--- config.mk ---
export PLATFORM = sky130hd
export DESIGN_NAME = urcg_rxcmd_gen
export DESIGN_NICKNAME = d
export VERILOG_FILES = /design/src/urcg_pkg.sv /design/src/urcg_rxcmd_gen.sv
export VERILOG_INCLUDE_DIRS = /design/src
export SDC_FILE = /design/constraint.sdc
export NUM_CORES = 1
export LEC_CHECK = 0
export BUFFER_PORTS_ARGS = -buffer_cell sky130_fd_sc_hd__buf_4
export CORE_ASPECT_RATIO = 2
export CORE_MARGIN = 3
export CORE_UTILIZATION = 35
export CTS_CLUSTER_SIZE = 10
export DETAILED_ROUTE_END_ITERATION = 8
export HOLD_SLACK_MARGIN = 0.06
export PLACE_DENSITY = 0.64
export SLEW_MARGIN = 20
export SYNTH_ARGS = -nofsm -noshare
export SYNTH_HDL_FRONTEND = slang
export SYNTH_SLANG_ARGS = --single-unit
--- constraint.sdc ---
create_clock -name mclk -period 2.7 [get_ports mclk]
set_input_delay 0.54 -clock mclk [delete_from_list [all_inputs] [get_ports mclk]]
set_output_delay 0.54 -clock mclk [all_outputs]
set_load 0.01 [all_outputs]
--- src/urcg_defines.svh ---
// constants for the receive-command status byte generator
`ifndef URCG_DEFINES_SVH
`define URCG_DEFINES_SVH
// register byte addresses
`define URCG_ADDR_CTRL 8'h00
`define URCG_ADDR_STATUS 8'h04
`define URCG_ADDR_MASK 8'h08
`define URCG_ADDR_STATE 8'h0C
`define URCG_ADDR_CKMASK 8'h10
// reset values
`define URCG_CTRL_RST 1'h1
`define URCG_MASK_RST 4'h0
`define URCG_CKMASK_RST 8'h00
// event bit positions
`define URCG_EV_LS 0
`define URCG_EV_CMP 1
`define URCG_EV_SENT 2
`define URCG_EV_ALT 3
`define URCG_EV_W 4
// status byte field positions
`define URCG_B_LS 1:0
`define URCG_B_VB 3:2
`define URCG_B_RX 5:4
`define URCG_B_ID 6
`define URCG_B_ALT 7
// encodings
`define URCG_VB_LOW 2'h0
`define URCG_VB_END 2'h1
`define URCG_VB_SESS 2'h2
`define URCG_VB_VALID 2'h3
`define URCG_RX_NONE 2'h0
`define URCG_RX_ACT 2'h1
`define URCG_RX_ERR 2'h3
`define URCG_RX_DISC 2'h2
// async input vector layout: clk, stp, dp, dm, sess_end, sess_vld, vbus_vld, id
`define URCG_AS_W 8
`define URCG_AS_CLK 0
`define URCG_AS_STP 1
`define URCG_AS_LS 3:2
`define URCG_AS_CMP 7:4
`endif

--- src/urcg_pkg.sv ---
// types for the receive-command status byte generator
package urcg_pkg;
  typedef logic [7:0] urcg_byte_t;
  typedef enum logic [2:0] {
    URCG_IDLE = 3'b000,
    URCG_TURN = 3'b001,
    URCG_CMD = 3'b010,
    URCG_RX = 3'b011,
    URCG_BACK = 3'b100
  } urcg_state_t;
endpackage

--- src/urcg_rxcmd_gen.sv ---
// receive-command status byte generator with apb registers
// Functional notes
// - send a status byte whenever dp/dm single-ended line state changes
// - send a status byte whenever a vbus or id comparator changes
// - during packet receive, drive status byte whenever dir high and nxt low
// - at start-up, send status byte once dir low and stp low
// - on leaving low-power, serial or carkit mode, send once stp and dir low
// - during transmit, return status bytes only after link asserts stp
// - events during transmit wait until stp drops at transmit end
// - status byte content sampled when driven, not when triggered
// - bits 1:0 line state, bit0 dp receiver, bit1 dm receiver
// - bits 3:2 encode vbus level from the three comparators
// - bits 5:4 encode receive active, error and host disconnect
// - bit 6 equals id pin level
// - bit 7 set while any unmasked carkit latch bit is set
// - one undriven turnaround cycle at every dir change
// - status bytes only in synchronous mode, on link clock edges
//
// Chosen here: the placing of the registers and the APB slave port.
`timescale 1ns/1ns
`include "urcg_defines.svh"
module urcg_rxcmd_gen
#(
  parameter int CK_W = 8
)
(
  // clock and reset
  input wire logic mclk,
  input wire logic reset_n,
  // apb slave
  input wire logic psel,
  input wire logic penable,
  input wire logic pwrite,
  input wire logic [7:0] paddr,
  input wire logic [31:0] pwdata,
  output logic [31:0] prdata,
  output logic pready,
  output logic pslverr,
  output logic irq,
  // ulpi pins, link clock sampled as data
  input wire logic ulpi_clk,
  input wire logic ulpi_stp,
  output logic ulpi_dir,
  output logic ulpi_nxt,
  output urcg_pkg::urcg_byte_t ulpi_data_o,
  output logic ulpi_data_oe,
  // analogue receivers and comparators
  input wire logic dp_rx,
  input wire logic dm_rx,
  input wire logic session_end_comparator,
  input wire logic session_valid_comparator,
  input wire logic bus_power_valid_comparator,
  input wire logic id_pin,
  // receive, transmit and mode logic
  input wire logic sync_mode,
  input wire logic mode_exit,
  input wire logic tx_active,
  input wire logic rx_active,
  input wire logic rx_error,
  input wire logic host_disconnect,
  input wire logic rx_byte_valid,
  input wire urcg_pkg::urcg_byte_t rx_data,
  input wire logic [CK_W-1:0] carkit_latch
);
  import urcg_pkg::*;

  // refuse latch widths the status byte cannot carry
  if (CK_W < 1 || CK_W > 8)
  begin : g_ck_w_bad
    $error("carkit latch width must be 1 to 8");
  end

  // ---------------------------------------------
  // input synchronisers
  // ---------------------------------------------
  logic [`URCG_AS_W-1:0] as_s1, as_s2, as_s3, as_f, as_fd;
  wire [`URCG_AS_W-1:0] as_raw = {id_pin, bus_power_valid_comparator,
    session_valid_comparator, session_end_comparator, dm_rx, dp_rx, ulpi_stp, ulpi_clk};
  // a change counts once stages two and three agree
  wire [`URCG_AS_W-1:0] next_as_f = (as_s2 & as_s3) | (as_f & (as_s2 | as_s3));
  // cleared in reset so no unknown change event leaks into pending
  always_ff @(posedge mclk)
  begin
    if (!reset_n)
    begin
      as_s1 <= '0;
      as_s2 <= '0;
      as_s3 <= '0;
      as_f <= '0;
      as_fd <= '0;
    end
    else
    begin
      as_s1 <= as_raw;
      as_s2 <= as_s1;
      as_s3 <= as_s2;
      as_f <= next_as_f;
      as_fd <= as_f;
    end
  end
  wire ce = as_f[`URCG_AS_CLK] & ~as_fd[`URCG_AS_CLK];
  wire stp_s = as_f[`URCG_AS_STP];
  wire [1:0] ls_now = as_f[`URCG_AS_LS];
  wire [3:0] cmp_now = as_f[`URCG_AS_CMP];
  wire ls_chg = ls_now != as_fd[`URCG_AS_LS];
  wire cmp_chg = cmp_now != as_fd[`URCG_AS_CMP];

  // ---------------------------------------------
  // registers
  // ---------------------------------------------
  logic enable;
  logic [`URCG_EV_W-1:0] status, mask;
  logic [CK_W-1:0] ck_mask;
  wire acc = psel & penable;
  wire wr = acc & pwrite;
  wire rd = acc & ~pwrite;
  wire hit_ctrl = paddr == `URCG_ADDR_CTRL;
  wire hit_stat = paddr == `URCG_ADDR_STATUS;
  wire hit_mask = paddr == `URCG_ADDR_MASK;
  wire hit_state = paddr == `URCG_ADDR_STATE;
  wire hit_ck = paddr == `URCG_ADDR_CKMASK;
  wire mapped = hit_ctrl | hit_stat | hit_mask | hit_state | hit_ck;
  assign pready = 1'b1;
  assign pslverr = acc & ~mapped;

  // ---------------------------------------------
  // status byte assembly
  // ---------------------------------------------
  function automatic logic [1:0] vb_enc(input logic [2:0] c);
    // c = {vbus valid, session valid, session end}
    if (c[2])
      return `URCG_VB_VALID;
    else if (c[1])
      return `URCG_VB_SESS;
    else if (!c[0])
      return `URCG_VB_END;
    else
      return `URCG_VB_LOW;
  endfunction

  function automatic logic [1:0] rx_enc(input logic act, input logic err, input logic disc);
    if (disc)
      return `URCG_RX_DISC;
    else if (act)
      return err ? `URCG_RX_ERR : `URCG_RX_ACT;
    else
      return `URCG_RX_NONE;
  endfunction

  wire alt_int = |(carkit_latch & ck_mask);
  urcg_byte_t rxcmd_now;
  always_comb
  begin
    rxcmd_now[`URCG_B_LS] = ls_now;
    rxcmd_now[`URCG_B_VB] = vb_enc(cmp_now[2:0]);
    rxcmd_now[`URCG_B_RX] = rx_enc(rx_active, rx_error, host_disconnect);
    rxcmd_now[`URCG_B_ID] = cmp_now[3];
    rxcmd_now[`URCG_B_ALT] = alt_int;
  end

  // ---------------------------------------------
  // send scheduling
  // ---------------------------------------------
  urcg_state_t state, next_state;
  logic pending, pend_wake, stp_seen, alt_d;
  logic [7:0] last_cmd;
  // transmit hold-off until stp seen and released
  wire tx_block = tx_active & ~(stp_seen & ~stp_s);
  // wake sends wait for stp low with dir low
  wire wake_ok = pend_wake & ~stp_s;
  // only in synchronous mode, on link clock edges
  wire go = ce & sync_mode & enable & (rx_active | (pending & ~tx_block) | wake_ok);
  always_comb
  begin
    next_state = state;
    if (ce)
    begin
      unique case (state)
        URCG_IDLE: next_state = go ? URCG_TURN : URCG_IDLE;
        URCG_TURN: next_state = rx_active ? URCG_RX : URCG_CMD;
        URCG_CMD: next_state = rx_active ? URCG_RX : URCG_BACK;
        URCG_RX: next_state = rx_active ? URCG_RX : URCG_CMD;
        URCG_BACK: next_state = URCG_IDLE;
        default: next_state = URCG_IDLE;
      endcase
    end
  end
  // status byte on every receive cycle without a data byte
  wire rx_cmd = next_state == URCG_RX & ~rx_byte_valid;
  wire load_cmd = ce & (next_state == URCG_CMD | rx_cmd);
  wire next_dir = next_state != URCG_IDLE & next_state != URCG_BACK;
  // turnaround cycles leave the bus undriven
  wire next_oe = next_state == URCG_CMD | next_state == URCG_RX;
  wire [`URCG_EV_W-1:0] ev;
  assign ev[`URCG_EV_LS] = ls_chg;
  assign ev[`URCG_EV_CMP] = cmp_chg;
  assign ev[`URCG_EV_SENT] = load_cmd;
  assign ev[`URCG_EV_ALT] = alt_int & ~alt_d;
  wire rd_clr = rd & hit_stat;
  // set wins over the read clear
  wire [`URCG_EV_W-1:0] next_status = (status & {`URCG_EV_W{~rd_clr}}) | ev;
  assign irq = |(status & mask);

  always_ff @(posedge mclk)
  begin
    if (!reset_n)
    begin
      state <= URCG_IDLE;
      ulpi_dir <= 1'b0;
      ulpi_nxt <= 1'b0;
      ulpi_data_oe <= 1'b0;
      ulpi_data_o <= 8'h00;
      last_cmd <= 8'h00;
    end
    else if (ce)
    begin
      state <= next_state;
      ulpi_dir <= next_dir;
      ulpi_nxt <= next_state == URCG_RX & rx_byte_valid;
      ulpi_data_oe <= next_oe;
      ulpi_data_o <= load_cmd ? rxcmd_now : rx_data;
      if (load_cmd)
        last_cmd <= rxcmd_now;
    end
  end

  always_ff @(posedge mclk)
  begin
    if (!reset_n)
    begin
      pending <= 1'b0;
      pend_wake <= 1'b1;
      stp_seen <= 1'b0;
    end
    else
    begin
      // triggers merge into one pending send
      pending <= (pending & ~load_cmd) | ls_chg | cmp_chg;
      // mode exit rearms the wake send
      pend_wake <= (pend_wake & ~(load_cmd & ~stp_s)) | mode_exit;
      stp_seen <= tx_active & (stp_seen | stp_s);
    end
  end

  always_ff @(posedge mclk)
  begin
    if (!reset_n)
    begin
      enable <= `URCG_CTRL_RST;
      status <= '0;
      mask <= `URCG_MASK_RST;
      ck_mask <= CK_W'(`URCG_CKMASK_RST);
      alt_d <= 1'b0;
    end
    else
    begin
      status <= next_status;
      alt_d <= alt_int;
      if (wr & hit_ctrl)
        enable <= pwdata[0];
      if (wr & hit_mask)
        mask <= pwdata[`URCG_EV_W-1:0];
      if (wr & hit_ck)
        ck_mask <= pwdata[CK_W-1:0];
    end
  end

  wire [31:0] rd_state = {20'h0000_0, ulpi_dir, pend_wake, tx_block, pending, last_cmd};
  assign prdata = !rd ? 32'h0000_0000 :
    hit_ctrl ? {31'h0000_0000, enable} :
    hit_stat ? {28'h000_0000, status} :
    hit_mask ? {28'h000_0000, mask} :
    hit_state ? rd_state :
    hit_ck ? 32'(ck_mask) : 32'h0000_0000;
endmodule

Word-level counts from Yosys, hierarchy flattened

Cells that the tools add are included.

Flip-flop bits (word level): 83
Bits of input ports: 76
Output and inout bits: 46
Word-level logic and storage cells: 112

Equal/unequal tests: 12
Mux-type cells: 18
Bitwise operators: 56
Reduce and logical (&&, ||, !) cells: 7

Operator list:

| kind               | count |
|---|---|
| $mux 12            | 5 |
| $and 1x1->1        | 25 |
| $and 8x8->8        | 3 |
| $eq 8x4->1 const B | 2 |
| $mux 8             | 2 |
| $or 8x8->8         | 2 |
| $eq 3x2->1 const B | 4 |
| $or 1x1->1         | 12 |
| $not 1->1          | 11 |
| $mux 2             | 5 |
| $pmux 3 s3         | 1 |
| $and 4x4->4        | 2 |
| $eq 8x3->1 const B | 1 |
| $eq 8x5->1 const B | 1 |
| $logic_not 8->1    | 1 |
| $reduce_or 8->1    | 1 |
| $mux 3             | 2 |
| $ne 4x4->1         | 1 |
| $or 4x4->4         | 1 |
| $reduce_or 4->1    | 1 |
| $eq 3x1->1 const B | 1 |
| $logic_not 3->1    | 1 |
| $mux 1             | 3 |
| $ne 3x3->1 const B | 1 |
| other kinds (4)    | 4 |

Longest topological paths before layout

Depth in word-level cells: 20
Mapped depth: 7
Gate-level depth less buffers: 5

Least setup slack after synthesis

No wires, ideal clock.

Path type: input-to-output
Start point: input paddr[1]
End point: output prdata[4]
Arrival: 1.875 ns
Required time: 2.160 ns
Slack: 0.285 ns
Cell stages on the path: 5
Buffers on the path: 0
Path through: or4_4 or2_1 nor3_4 a22oi_1 nor2_1

Word-level cells in the longest chain between the ends: 7
Elaborated cells between the ends (all ways): 11
Classes of those cells: 4 x eq/ne; 6 x mux; 1 x reduce/logical

Ends and longest elaborated chain:

| element              | RTL line              | RTL |
|---|---|---|
| from (decl)          | urcg_rxcmd_gen.sv:34  | `input wire logic [7:0] paddr,` |
| $eq 8x5->1 (no line) | --                    |  |
| $mux 8               | urcg_rxcmd_gen.sv:274 | `hit_ck ? 32'(ck_mask) : 32'h0000_0000;` |
| $mux 12              | urcg_rxcmd_gen.sv:273 | `hit_state ? rd_state :` |
| $mux 12              | urcg_rxcmd_gen.sv:272 | `hit_mask ? {28'h000_0000, mask} :` |
| $mux 12              | urcg_rxcmd_gen.sv:271 | `hit_stat ? {28'h000_0000, status} :` |
| $mux 12 (*)          | urcg_rxcmd_gen.sv:270 | `hit_ctrl ? {31'h0000_0000, enable} :` |
| $mux 12 (*)          | urcg_rxcmd_gen.sv:269 | `assign prdata = !rd ? 32'h0000_0000 :` |
| to (decl)            | urcg_rxcmd_gen.sv:36  | `output logic [31:0] prdata,` |

Mark *: on every way between the ends. The rest lies on a longest branch, timed or not.

Worst setup path after layout

Start point: input paddr[1]
End point: output prdata[7]

Same word-level chain as after synthesis.

==> results.py <==
metrics = {
    "placed_design": {
        "dp.final_hpwl_um": 6840,
        "place_congestion": 0.912,
        "place_area_um2": 4100,
        "dp_slack_ns": 0.0209,
        "portBuffers": 76,
        "place_inst": 586,
    },
    "global_route": {
        "grt_usage": 0.164,
        "globalRoute.totalOverflow": 0,
        "grt_pass1_wl_um": 14600,
        "grt_max_degree": 46,
        "antenna_found_initial": 0,
        "grt_pass1_vias": 3025,
    },
    "synthesis": {
        "ys_types": 47,
        "ys_seq_elements": 82,
        "synth_top_area_cell": "dfxtp_1",
        "synth.area.top_cells": "dfxtp_1, and2_1, a21oi_1, buf_4, nand2_1",
        "synthCells": 389,
        "ys_seq_area_frac": 0.477,
        "synth.avg_cell_area_um2": 8.85,
        "synth_warnings": 0,
        "syn-cell-area_um2": 3440,
        "yosysTopAreaCellShare": 0.477,
    },
    "route": {
        "postRouteAntennaNets": 0,
        "maxUsedRoutingLayer": "met4",
        "route.met3.wl_um": 618,
        "drt_pass1_iterations": 4,
        "vias": 3011,
        "via_per_inst": 5.01,
        "drc_errors": 0,
        "met1Wirelength_um": 3230,
        "drt_iter0_markers": 114,
        "wl_um": 8830,
        "routed-wl-met2_um": 4690,
        "wl_per_cell_um": 14.7,
    },
    "final_layout": {
        "diodes": 0,
        "fin_util": 0.462,
        "area_growth_syn_to_layout_pct": 27.6,
        "seqCellArea_um2": 1640,
        "finalNonFillerCells": 601,
        "fin_nets": 543,
        "fillCellCount": 973,
        "multiInputGateArea_um2": 1610,
        "drive_gt1_frac": 0.242,
        "final_area_um2": 4400,
    },
    "clock_tree": {
        "cts_sinks": 82,
        "clk_latency_ns": 0.33,
        "cts_tree": "built",
        "cts.clk_slew.worst_paths_ns": 0.06,
        "cts_made_buffers": 9,
        "clock_path_buffers": 2,
        "cts.htree.levels": 3,
        "hold_buffers": 0,
        "root_buffer": "clkbuf_16",
    },
    "timing": {
        "finalWorstSetupSlack_ns": 0.100,
        "fin_crit_ns": 2.60,
        "final-hold-violation-count": 0,
        "setup_viol": 0,
        "slew_violations": 0,
        "max_freq_ghz": 0.385,
        "tightest_slew_ns": 0.533,
        "relSlewSlack": 0.642,
        "tns_ns": 0,
        "rsz0062_at_grt": "no",
        "final.period_utilization": 0.963,
        "clock_skew_ns": 0.00753,
        "hold_ws_ns": 0.399,
    },
    "floorplanning": {
        "start_util": 0.362,
        "io_pins": 122,
        "coreArea_um2": 9510,
        "die_x_um": 76.2,
        "die-area_um2": 11100,
        "die_y_um": 146,
        "core.rowCount": 50,
    },
    "power": {
        "p_total_mw": 2.57,
        "p_per_area_nw_per_um2": 586,
        "leakage_nw": 1.80,
        "vdd_drop_max_v": 0.000311,
    },
    "setup_path": {
        "crit_fanout": 8,
        "end_kind": "output port",
        "crit_arrival_ns": 2.06,
        "regToRegSetupSlack_ns": 0.72,
        "r2r-start": "state[1]",
        "reg2reg_depth": 6,
        "required_ns": 2.16,
        "crit_type": "primary input to output port",
        "rr_endpoint": "ulpi_data_o[3]",
        "critPathLaunchType": "primary input",
    },
    "outcome": {
        "outcome": "completed",
    },
    "worst_hold_path": {
        "min-delay-start": "mode_exit",
        "holdPathEnd": "pend_wake",
        "hold_depth": 2,
        "worstHoldPathType": "primary input to flop",
    },
    "run": {
        "drv_cap": 0,
    },
}
==> kinds of logic after synthesis <==
family | after synthesis | share of synthesized area
muxes | 9 | 0.0262
xor gates and xnor gates | 6 | 0.0153
and+or+nand+nor | 140 | 0.212
buffers and inverters | 46 | 0.0770
AOI/OAI and AO/OA | 104 | 0.191
DFF | 82 | 0.477
other | 2 | 0.00218
==> sequential cells by signal, summed over array words and instances, names as in the netlist, 3 cells and up <==
name / count
status: 4
ulpi_data_o: 8
as_s1: 8
last_cmd: 8
state: 3
as_fd: 7
ck_mask: 8
as_s3: 8
mask: 4
as_s2: 8
as_f: 8
==> critical path, stage by stage <==
cell     delay, ns
buf_4         0.11
or4_4         0.52
or2_4         0.26
nor3_4        0.13
buf_6         0.15
a22oi_1       0.08
nor2_1        0.13
buf_4         0.13
==> cell type report <==
| class | count | share of cell area |
|---|---|---|
| well taps | 130 | 0.0370 |
| repair buffers | 89 | 0.153 |
| multi-input cells | 280 | 0.367 |
| clock inverters | 3 | 0.00911 |
| inverters | 5 | 0.00427 |
| flip-flops and latches | 82 | 0.373 |
| clock buffers | 12 | 0.0561 |
==> cell usage in the layout, fill, tap and decap left out, drive strengths merged, types with 2 or more instances in the layout <==
master / netlist / final
conb: 2 / 21
dfxtp: 82 / 82
inv: 5 / 5
and2: 34 / 34
nand2: 29 / 29
clkinv: 0 / 2
a211oi: 5 / 5
and3: 3 / 3
xor2: 6 / 6
nor4: 3 / 3
a22oi: 11 / 11
a21oi: 39 / 39
o22ai: 5 / 5
buf: 27 / 89
o21ai: 26 / 26
nand3: 16 / 16
a31oi: 6 / 6
o31ai: 4 / 4
nor3b: 2 / 2
nor2: 29 / 29
nor3: 11 / 11
nor2b: 2 / 2
clkbuf: 14 / 12
nand2b: 4 / 4
mux2i: 9 / 9
==> metal layers <==
| metal | vias up | GRT usage |
|---|---|---|
| met3 | 22 | 0.0512 |
| met5 | - | 0 |
| met1 | 1396 | 0.165 |
| li1 | 1474 | - |
| met2 | 119 | 0.300 |
| met4 | 0 | 0.0862 |
==> Yosys cell counts, drive strengths merged <==
cell	n
a2111o	1
xor2	6
buf	27
a21bo	1
nor3b	2
and2	34
or4	1
o22ai	5
or2	1
a21boi	1
a211o	1
a32oi	1
nand2	29
a211oi	5
mux2i	9
dfxtp	82
nor4	3
inv	5
a21oi	39
and4	1
clkbuf	14
or3	1
a31oi	6
nor2b	2
nor3	11
and3	3
a2111oi	1
a22oi	11
conb	2
nand2b	4
nand4b	1
o211a	1
a32o	1
nand3	16
nand4	1
o21ai	26
and3b	1
nor2	29
o31ai	4
==> how the worst max path moves through the flow <==
stage | from | to | slack [ns] | depth (start not counted)
floorplan | paddr[1] | prdata[4] | 0.28 | 5
global placement | paddr[1] | prdata[5] | 0.02 | 8
detailed placement | paddr[1] | prdata[7] | 0.02 | 8
CTS | paddr[1] | prdata[7] | 0.02 | 8
global route | paddr[1] | prdata[7] | 0.01 | 8
finish | paddr[1] | prdata[7] | 0.10 | 8
==> repair_timing <==
item                       4_1_cts  5_1_grt
buffers inserted                 0        0
gates resized for setup          0        4
setup endpoints to repair        0        7
==> power breakdown <==
group / leakage (nW) / switching [mW] / internal (mW)
registers: 0.665 / 0.00740 / 1.23
clock network: 0.142 / 0.450 / 0.733
logic: 0.990 / 0.0818 / 0.0749
No activity file was read; power rests on OpenSTA's default activity.
